File: src/logic/cdg_pkg.sv
// constants for the channel-8 trim and fault scan selection registers
// assumes an 8-bit register address and data path from the control port
package cdg_pkg;

	// ==========================================
	// register offsets
	localparam logic [7:0] CDG_ADDR_GAIN_TRIM  = 8'h62;
	localparam logic [7:0] CDG_ADDR_PHASE_TRIM = 8'h63;
	localparam logic [7:0] CDG_ADDR_SCAN_SEL   = 8'h64;

	// ==========================================
	// reset values
	localparam logic [7:0] CDG_RST_GAIN_TRIM  = 8'h80;
	localparam logic [7:0] CDG_RST_PHASE_TRIM = 8'h00;
	localparam logic [7:0] CDG_RST_SCAN_SEL   = 8'h00;

	// ==========================================
	// field positions
	localparam int CDG_GAIN_LSB      = 4;
	localparam int CDG_GAIN_MSB      = 7;
	localparam int CDG_SCAN_CH1_BIT  = 7;
	localparam int CDG_SCAN_CH4_BIT  = 4;
	localparam int CDG_INCL_SE_BIT   = 1;
	localparam int CDG_INCL_AC_BIT   = 0;

	// gain code that maps to 0 dB; one code step is 0.1 dB
	localparam logic [3:0] CDG_GAIN_ZERO_CODE = 4'h8;

	// ==========================================
	// decoding used by the register bank
	function automatic logic [4:0] cdg_gain_tenths(input logic [3:0] code);
		cdg_gain_tenths = {1'b0, code} - {1'b0, CDG_GAIN_ZERO_CODE};
	endfunction

endpackage

File: src/logic/cdg_delay_line.sv
// programmable delay line, advanced once per modulator clock enable
// assumes mod_en is a one-cycle pulse in the core_clk domain
`timescale 1ns/1ps
`default_nettype none
module cdg_delay_line #(
	parameter int WIDTH = 1,
	parameter int DEPTH_LOG2 = 8
) (
	input  wire logic                  core_clk,  // core clock
	input  wire logic                  sys_rst,   // sync reset, active high
	input  wire logic                  mod_en,    // modulator clock enable
	input  wire logic [DEPTH_LOG2-1:0] delay,     // delay in enables
	input  wire logic [WIDTH-1:0]      din,       // undelayed stream
	output logic      [WIDTH-1:0]      dout       // delayed stream
);
	import cdg_pkg::*;

	logic [WIDTH-1:0]      mem [0:(1<<DEPTH_LOG2)-1];
	logic [DEPTH_LOG2-1:0] wr_ptr_reg;
	logic [DEPTH_LOG2-1:0] wr_ptr_next;
	logic [WIDTH-1:0]      dout_reg;
	logic [WIDTH-1:0]      dout_next;

	always_comb begin
		wr_ptr_next = wr_ptr_reg;
		dout_next   = dout_reg;
		if (mod_en) begin
			wr_ptr_next = wr_ptr_reg + 1'b1;
			// delay of zero bypasses the memory; else take the sample written delay enables ago
			if (delay == '0) begin
				dout_next = din;
			end else begin
				dout_next = mem[wr_ptr_reg - delay];
			end
		end
	end

	always_ff @(posedge core_clk) begin
		if (mod_en) begin
			mem[wr_ptr_reg] <= din;
		end
		if (sys_rst) begin
			wr_ptr_reg <= '0;
			dout_reg   <= '0;
		end else begin
			wr_ptr_reg <= wr_ptr_next;
			dout_reg   <= dout_next;
		end
	end

	assign dout = dout_reg;
endmodule // cdg_delay_line
`default_nettype wire

File: src/logic/cdg_regs.sv
// channel-8 gain and phase trim plus fault scan selection register bank
// assumes the control port decoder delivers one-cycle read and write strobes
//
// What this block does
// - gain trim in bits 7..4, reset 8; code 0 is -0.8 dB, 8 is 0 dB
// - code 9 gives +0.1 dB, 14 gives +0.6 dB, 15 gives +0.7 dB
// - gain register bits 3..0 read zero; host writes zero there
// - 8-bit phase trim, reset 0, delays channel by code modulator cycles
// - bits 7..4 enable scan of both pins of channels 1..4, reset off
// - bit 1 includes negative pins of single-ended channels in scan
// - bit 0 includes both pins of AC-coupled channels in scan
`timescale 1ns/1ps
`default_nettype none
module cdg_regs #(
	parameter int CHANNELS   = 4,
	parameter int SAMPLE_W   = 1,
	parameter int DELAY_BITS = 8
) (
	input  wire logic                core_clk,           // 250 MHz core clock
	input  wire logic                sys_rst,            // sync reset, active high
	input  wire logic [7:0]          reg_addr,           // register address
	input  wire logic [7:0]          reg_wdata,          // write data
	input  wire logic                reg_wr,             // write strobe
	input  wire logic                reg_rd,             // read strobe
	output logic      [7:0]          reg_rdata,          // read data, one cycle after strobe
	output logic                     reg_rvalid,         // read data valid pulse
	output logic      [3:0]          chan8_gain_trim_code,     // raw gain code
	output logic      [4:0]          chan8_gain_tenths_db,     // signed gain in 0.1 dB
	output logic      [DELAY_BITS-1:0] chan8_phase_delay_code, // delay in modulator cycles
	input  wire logic                mod_en,             // modulator clock enable
	input  wire logic [SAMPLE_W-1:0] chan8_din,          // channel 8 modulator stream
	output logic      [SAMPLE_W-1:0] chan8_dout,         // delayed channel 8 stream
	input  wire logic [CHANNELS-1:0] chan_single_ended,  // channel i wired single-ended
	input  wire logic [CHANNELS-1:0] chan_ac_coupled,    // channel i AC-coupled
	output logic [CHANNELS-1:0]      analog_input_positive_pin, // scan positive pin of channel i
	output logic [CHANNELS-1:0]      analog_input_negative_pin  // scan negative pin of channel i
);
	import cdg_pkg::*;

	// ==========================================
	// register state
	logic [3:0]          gain_reg;
	logic [3:0]          gain_next;
	logic [7:0]          phase_reg;
	logic [7:0]          phase_next;
	logic [7:0]          scan_reg;
	logic [7:0]          scan_next;
	logic [7:0]          rdata_reg;
	logic [7:0]          rdata_next;
	logic                rvalid_reg;
	logic                rvalid_next;
	logic [4:0]          tenths_reg;
	logic [4:0]          tenths_next;
	logic [CHANNELS-1:0] pos_reg;
	logic [CHANNELS-1:0] pos_next;
	logic [CHANNELS-1:0] neg_reg;
	logic [CHANNELS-1:0] neg_next;

	logic [CHANNELS-1:0] chan_scan_enable;
	logic                include_single_ended_neg_pin;
	logic                include_ac_coupled_pins;
	logic [1:0]          wr_sel;
	logic [1:0]          rd_sel;

	// ==========================================
	// address decode
	localparam logic [1:0] SEL_NONE  = 2'h0;
	localparam logic [1:0] SEL_GAIN  = 2'h1;
	localparam logic [1:0] SEL_PHASE = 2'h2;
	localparam logic [1:0] SEL_SCAN  = 2'h3;

	// one map for both directions, so a write and a read of one offset always meet the same register
	function automatic logic [1:0] reg_select(input logic [7:0] addr);
		case (addr)
			CDG_ADDR_GAIN_TRIM:  reg_select = SEL_GAIN;
			CDG_ADDR_PHASE_TRIM: reg_select = SEL_PHASE;
			CDG_ADDR_SCAN_SEL:   reg_select = SEL_SCAN;
			default:             reg_select = SEL_NONE;
		endcase
	endfunction

	// a pin joins the scan when its channel is on, unless its kind is excluded by a clear include bit
	function automatic logic pin_in_scan(input logic enabled, input logic of_kind, input logic include_kind);
		pin_in_scan = enabled & (~of_kind | include_kind);
	endfunction

	assign wr_sel = reg_wr ? reg_select(reg_addr) : SEL_NONE;
	assign rd_sel = reg_rd ? reg_select(reg_addr) : SEL_NONE;

	// ==========================================
	// scan selection fields
	// channel 1 sits in the top bit, so reverse into channel order
	always_comb begin
		for (int i = 0; i < CHANNELS; i++) begin
			chan_scan_enable[i] = scan_reg[CDG_SCAN_CH1_BIT - i];
		end
		include_single_ended_neg_pin = scan_reg[CDG_INCL_SE_BIT];
		include_ac_coupled_pins      = scan_reg[CDG_INCL_AC_BIT];
	end

	// ==========================================
	// register writes
	always_comb begin
		gain_next  = gain_reg;
		phase_next = phase_reg;
		scan_next  = scan_reg;
		case (wr_sel)
			SEL_GAIN: begin
				// low nibble is read-only, write data there is dropped
				gain_next = reg_wdata[CDG_GAIN_MSB:CDG_GAIN_LSB];
			end
			SEL_PHASE: begin
				phase_next = reg_wdata;
			end
			SEL_SCAN: begin
				// reserved bits 3..2 are stored as written; host keeps them zero
				scan_next = reg_wdata;
			end
			default: begin
				gain_next = gain_reg;
			end
		endcase
	end

	always_ff @(posedge core_clk) begin
		if (sys_rst) begin
			gain_reg  <= CDG_RST_GAIN_TRIM[CDG_GAIN_MSB:CDG_GAIN_LSB];
			phase_reg <= CDG_RST_PHASE_TRIM;
			scan_reg  <= CDG_RST_SCAN_SEL;
		end else begin
			gain_reg  <= gain_next;
			phase_reg <= phase_next;
			scan_reg  <= scan_next;
		end
	end

	// ==========================================
	// read port
	// a read in the cycle of a write to the same offset returns the old value
	always_comb begin
		rdata_next  = rdata_reg;
		rvalid_next = reg_rd;
		if (reg_rd) begin
			case (rd_sel)
				SEL_GAIN:  rdata_next = {gain_reg, 4'h0};
				SEL_PHASE: rdata_next = phase_reg;
				SEL_SCAN:  rdata_next = scan_reg;
				default:   rdata_next = 8'h00;
			endcase
		end
	end

	always_ff @(posedge core_clk) begin
		if (sys_rst) begin
			rdata_reg  <= 8'h00;
			rvalid_reg <= 1'b0;
		end else begin
			rdata_reg  <= rdata_next;
			rvalid_reg <= rvalid_next;
		end
	end

	// ==========================================
	// gain decode
	always_comb begin
		// linear 0.1 dB per code around code 8 covers every listed point
		tenths_next = cdg_gain_tenths(gain_reg);
	end

	always_ff @(posedge core_clk) begin
		if (sys_rst) begin
			tenths_reg <= 5'h00;
		end else begin
			tenths_reg <= tenths_next;
		end
	end

	// ==========================================
	// scan pin masks
	always_comb begin
		for (int i = 0; i < CHANNELS; i++) begin
			// AC-coupled channels drop both pins unless included
			pos_next[i] = pin_in_scan(chan_scan_enable[i], chan_ac_coupled[i], include_ac_coupled_pins);
			neg_next[i] = pin_in_scan(pos_next[i], chan_single_ended[i], include_single_ended_neg_pin);
		end
	end

	always_ff @(posedge core_clk) begin
		if (sys_rst) begin
			pos_reg <= '0;
			neg_reg <= '0;
		end else begin
			pos_reg <= pos_next;
			neg_reg <= neg_next;
		end
	end

	// ==========================================
	// channel 8 phase delay
	// delay memory is not reset: after a longer delay is set, the first outputs replay stale samples
	cdg_delay_line #(
		.WIDTH      (SAMPLE_W),
		.DEPTH_LOG2 (DELAY_BITS)
	) u_delay (
		.core_clk (core_clk),
		.sys_rst  (sys_rst),
		.mod_en   (mod_en),
		.delay    (phase_reg[DELAY_BITS-1:0]),
		.din      (chan8_din),
		.dout     (chan8_dout)
	);

	assign reg_rdata                 = rdata_reg;
	assign reg_rvalid                = rvalid_reg;
	assign chan8_gain_trim_code      = gain_reg;
	assign chan8_gain_tenths_db      = tenths_reg;
	assign chan8_phase_delay_code    = phase_reg[DELAY_BITS-1:0];
	assign analog_input_positive_pin = pos_reg;
	assign analog_input_negative_pin = neg_reg;
endmodule // cdg_regs
`default_nettype wire
File: config.mk
export PLATFORM = sky130hd
export DESIGN_NAME = cdg_regs
export DESIGN_NICKNAME = d
export VERILOG_FILES = /design/src/logic/cdg_pkg.sv /design/src/logic/cdg_delay_line.sv /design/src/logic/cdg_regs.sv
export SDC_FILE = /design/constraint.sdc
export NUM_CORES = 1
export LEC_CHECK = 0
export ABC_AREA = 1
export BUFFER_PORTS_ARGS = -buffer_cell sky130_fd_sc_hd__buf_2
export CAP_MARGIN = 20
export CORE_ASPECT_RATIO = 2
export CORE_UTILIZATION = 40
export CTS_CLUSTER_DIAMETER = 30
export DETAILED_ROUTE_END_ITERATION = 12
export GPL_TIMING_DRIVEN = 0
export PLACE_DENSITY_LB_ADDON = 0.12
export SLEW_MARGIN = 25
export SYNTH_ARGS = -nofsm -noshare
export SYNTH_HDL_FRONTEND = slang
export SYNTH_SLANG_ARGS = --single-unit
File: constraint.sdc
create_clock -name core_clk -period 3.28 [get_ports core_clk]
set_clock_uncertainty 0.1 [all_clocks]
set_input_delay 0.656 -clock core_clk [delete_from_list [all_inputs] [get_ports core_clk]]
set_output_delay 0.656 -clock core_clk [all_outputs]
set_load 0.02 [all_outputs]
# Word level (Yosys, flattened, before mapping)
# Memory sizes are Yosys's and may differ from the RTL's. A register that Yosys moved wholly into a read port is not among the register bits.
# Cells that the tools add are included.
word_totals:
  input_bits: 30
  romBits: 0
  latchBits: 0
  memories: 1
  regBits: 50
  mem_bits_rw: 256
  wordCells: 52
op_classes:
  addsub: 3
  reduce_logical: 0
  n_bitwise: 24
  n_mul: 0
  n_eq_ne: 9
  order_cmp: 0
  muxes: 6
  div: 0
  n_shift: 0
mem_list:
  columns: ["memory", "words", "word_bits", "rd", "rd_ports_with_merged_regs", "wr", "line", "source"]
  rows:
  - ["u_delay.mem", 256, 1, 1, 1, 1, "cdg_delay_line.sv:18", "logic [WIDTH-1:0] mem [0:(1<<DEPTH_LOG2)-1];"]
op_table:
  columns: ["operator", "count"]
  rows:
  - ["$eq 8x7->1 const B", 3]
  - ["$pmux 8 s3", 1]
  - ["$add 8x1->8 const B", 1]
  - ["$and 1x1->1", 8]
  - ["$eq 2x2->1 const B", 4]
  - ["$not 1->1", 8]
  - ["$or 1x1->1", 8]
  - ["$sub 8x8->8", 1]
  - ["$pmux 2 s3", 1]
  - ["$sub 4x4->5 const B", 1]
  - ["$eq 2x1->1 const B", 2]
  - ["$mux 2", 2]
  - ["$mux 1", 2]

# Depth between registers and ports, before layout
logic_depth:
  word_depth: 5
  mapped_depth: 20

# Hierarchy
# From an unflattened synthesis, not the netlist that was laid out.
unflattened:
  cells_unflattened: 1766
  hier_area_um2: 15148.3
modules_own_cells:
  columns: ["mod", "area_per_inst_um2", "instances", "cells_per_inst", "seq_area_each_um2"]
  rows:
  - ["cdg_delay_line", 13327.8, 1, 1539, 7867.5]
  - ["cdg_regs", 1820.5, 1, 227, 820.8]

# Worst setup path before layout
# Ideal clock, no wire load.
synth_timing:
  path_type: "register to register"
  startpoint: "reg u_delay.wr_ptr_reg[0]"
  endpoint: "reg u_delay.dout_reg (netlist: u_delay.dout), read port of u_delay.mem"
  path_stages_with_launch: 20
  slack_ps: 723
  path_buffers: 3
  arrival_ps: 2326
  required_ps: 3049
  cell_sequence: "dfxtp_1 -> inv_1 -> ha_1 -> fa_1 -> buf_2 -> inv_2 -> buf_4 -> buf_4 -> nand3_1 -> nand2_1 -> nand2_1 -> nand3_1 -> nand3_1 -> nand3_1 -> nand3_1 -> nand2_1 -> nand2_1 -> nand3_1 -> nand2_1 -> a21oi_2"
synth_via:
  elab_chain_len: 1
synth_lines:
  columns: ["element", "line", "source"]
  rows:
  - ["start: declaration", "cdg_delay_line.sv:19", "logic [DEPTH_LOG2-1:0] wr_ptr_reg;"]
  - ["start signal: assignment", "cdg_delay_line.sv:46", "wr_ptr_reg <= wr_ptr_next;"]
  - ["$sub 8x8->8", "cdg_delay_line.sv:33", "dout_next = mem[wr_ptr_reg - delay];"]
  - ["end: declaration", "cdg_delay_line.sv:21", "logic [WIDTH-1:0] dout_reg;"]
# No other way between the ends.
# A chain may end at the register's enable or synchronous reset.

# Worst setup path after layout
# Same ends and word-level chain as after synthesis.

==> results.json <==
{
  "yosys.area_share.simple_pct": 26.4,
  "end_kind": "register",
  "core-area_sq_um": 36400,
  "vias": 12200,
  "regMostFlops": "u_delay.mem",
  "firstDrtPassIters": 7,
  "synth_nets": 1757,
  "cts.sinks": 306,
  "synthMuxAreaShare_pct": 0,
  "finalWeightedCongestion": 0.973,
  "ir_worst_vdd_uv": 405,
  "power.total_mw": 9.49,
  "r2r_setup_slack_ps": 160,
  "yosys.area_share.adder_pct": 1.16,
  "largest_reg_flops": 256,
  "area_growth_pct": 15.5,
  "synth-seq-area-share_pct": 59.0,
  "wire_per_inst_um": 23.7,
  "overflow": 0,
  "cts_tree": "built",
  "place_inst": 2233,
  "period_share_pct": 95.2,
  "route.detailed.drc": 0,
  "drv_cap": 0,
  "ys.warnings.count": 0,
  "avgSynthCellArea_sq_um": 8.59,
  "antenna_found_initial": 1,
  "power_density_nw_per_um2": 558,
  "synth-edff-count": 256,
  "cts_setup_buffers": 0,
  "antenna_left": 0,
  "async_flop_share_pct": 0,
  "synth_compound_area_share_pct": 4.45,
  "htreeDepth": 2,
  "io_pins": 65,
  "synth_seq_cells": 306,
  "grt_start_max_net_pins": 139,
  "grt_util_met1_pct": 27.7,
  "clk_pin_slew_ps": 60,
  "synth_area_sq_um": 14700,
  "port_buffers": 64,
  "synth_top_family_by_area": "simple AND/OR/NAND/NOR gates",
  "numCtsBuffers": 40,
  "grt_usage_pct": 29.9,
  "global_route.usage.met2_pct": 56.0,
  "clock_latency_ps": 530,
  "fin_setup_tns_ps": 0,
  "die_x_um": 138,
  "cts-root-buf": "clkbuf_16",
  "fin_nets": 1864,
  "slew-limit-headroom_pct": 28.5,
  "yosysUniqueCellTypes": 38,
  "drive_gt1_share_pct": 11.1,
  "yosys.area_share.xor_xnor_pct": 0.527,
  "fmax_ghz": 0.320,
  "fin_crit_ps": 3120,
  "grt_pass1_vias": 12200,
  "gr-max-usage-layer": "met2",
  "status": "finished, final reports clean",
  "dieArea_sq_um": 37600,
  "hold_viol_final": 0,
  "syn_inst": 1714,
  "path_class": "reg2reg",
  "hp-class": "in2reg",
  "layout.cells.non_filler": 2303,
  "cp-start-kind": "register",
  "critical_path_arrival_ps": 3490,
  "cts_buffer_depth": 3,
  "fp-row-count": 99,
  "drt_iter0_drc": 938,
  "crit_fanout": 10,
  "die_y_um": 273,
  "worstPathRequired_ps": 3650,
  "leakage_nw": 6.85,
  "ys.flop_type": "edfxtp_1",
  "worst_slew_pin_slew_ps": 1070,
  "start_util_pct": 40.4,
  "routed_wl_um": 54700,
  "vias_per_cell": 5.31,
  "finalSetupViolations": 0,
  "dp_hpwl_um": 39500,
  "met3_usage_pct": 3.83,
  "grt_pass1_wl_um": 77800,
  "slew_violations": 0
}
## power breakdown
part	internal, mW	switching [mW]
clock	2.57	1.75
sequential	4.22	0.00557
combinational	0.251	0.698
## final timing paths
path,from,to,cells after the start
worst max-delay path,u_delay.wr_ptr_reg[0],u_delay.dout,17
worst min-delay path,chan_single_ended[3],analog_input_negative_pin[3],2
worst max register to register,u_delay.wr_ptr_reg[0],u_delay.dout,17
worst min register to register,chan8_gain_trim_code[2],chan8_gain_tenths_db[2],2
## cells in the final DEF, fill, tap and decap left out, types with 3 or more instances in the layout
master / netlist / layout
nand3_1: 138 / 137
buf_4: 14 / 12
nand4_1: 5 / 5
inv_1: 191 / 190
edfxtp_1: 256 / 256
buf_2: 21 / 82
nand2_2: 6 / 7
ha_1: 12 / 12
o22ai_1: 5 / 5
clkinv_2: 0 / 4
o21ai_1: 17 / 17
clkbuf_8: 0 / 4
inv_6: 0 / 6
nand2_1: 466 / 465
clkbuf_2: 0 / 7
buf_8: 0 / 3
o21ai_0: 49 / 49
buf_6: 9 / 12
clkbuf_16: 0 / 41
a21oi_1: 32 / 32
clkinv_4: 0 / 4
inv_2: 4 / 5
clkbuf_1: 49 / 45
nor3_1: 5 / 5
nor2_1: 351 / 351
xor2_1: 5 / 5
clkbuf_4: 0 / 3
dfxtp_1: 50 / 49
a211oi_1: 4 / 4
## worst max-delay path, cell delays in order, from the launching register on
cell	delay [ps]
dfxtp_2	360
inv_2	70
ha_1	190
fa_1	500
buf_6	170
clkbuf_2	410
nand2_1	90
o21ai_1	120
nand2_1	80
nand3_1	220
nand3_1	110
nand3_1	80
nand3_1	70
nand2_1	100
nand2_1	60
nand3_1	90
nand2_2	90
a21oi_2	120
## Yosys cell counts, types with 12 or more instances
master	number	share of area [%]
edfxtp_1	256	52
inv_1	191	4.9
buf_4	14	0.71
nor2_1	351	8.9
buf_2	21	0.71
dfxtp_1	50	6.8
nand2_1	466	12
a21oi_1	32	1.1
o21ai_1	17	0.58
clkbuf_1	49	1.2
o21ai_0	49	1.7
ha_1	12	1.0
nand3_1	138	4.7
## layer usage
layer / wire length (um) / share of wire, %
met1: 17400 / 32
met2: 29300 / 54
met3: 2670 / 4.9
met4: 5290 / 9.7
met5: 0 / 0
## through the flow
step	setup WS, ps	hold slack [ps]	area [sq um]	util, %
after floorplan	723	330	14700	-
after global placement	-1110	344	15600	42.9
after detailed placement	-488	357	15700	43.0
after CTS	16.3	185	17000	46.6
after global routing	-3.18	202	17000	46.7
final	158	203	17000	46.7
## kinds of logic (layout without fill, tap and decap cells)
family | count (synthesis) | after routing
adder cells (fa/ha/maj) | 13 | 13
buffers and inverters | 293 | 427
AND/OR/NAND/NOR | 976 | 976
other | 0 | 1
AO/OA/AOI/OAI | 118 | 118
XOR/XNOR | 8 | 8
flip-flops | 306 | 306
## repair_timing
action | CTS | global route
hold buffers | 0 | 0
setup endpoints to repair | 1 | 1
resized for setup | 20 | 15
## final cells by class
cell class	count	area [sq um]
fillers	3690	19400
flip-flops and latches	306	8690
multi-input cells	1115	4800
clock buffers	50	1100
inverters	196	736
well taps	454	568
plain buffers	97	561
repair buffers	65	358
clock inverters	19	188
diodes	1	2.50
Power figures use the tool's default switching activity.
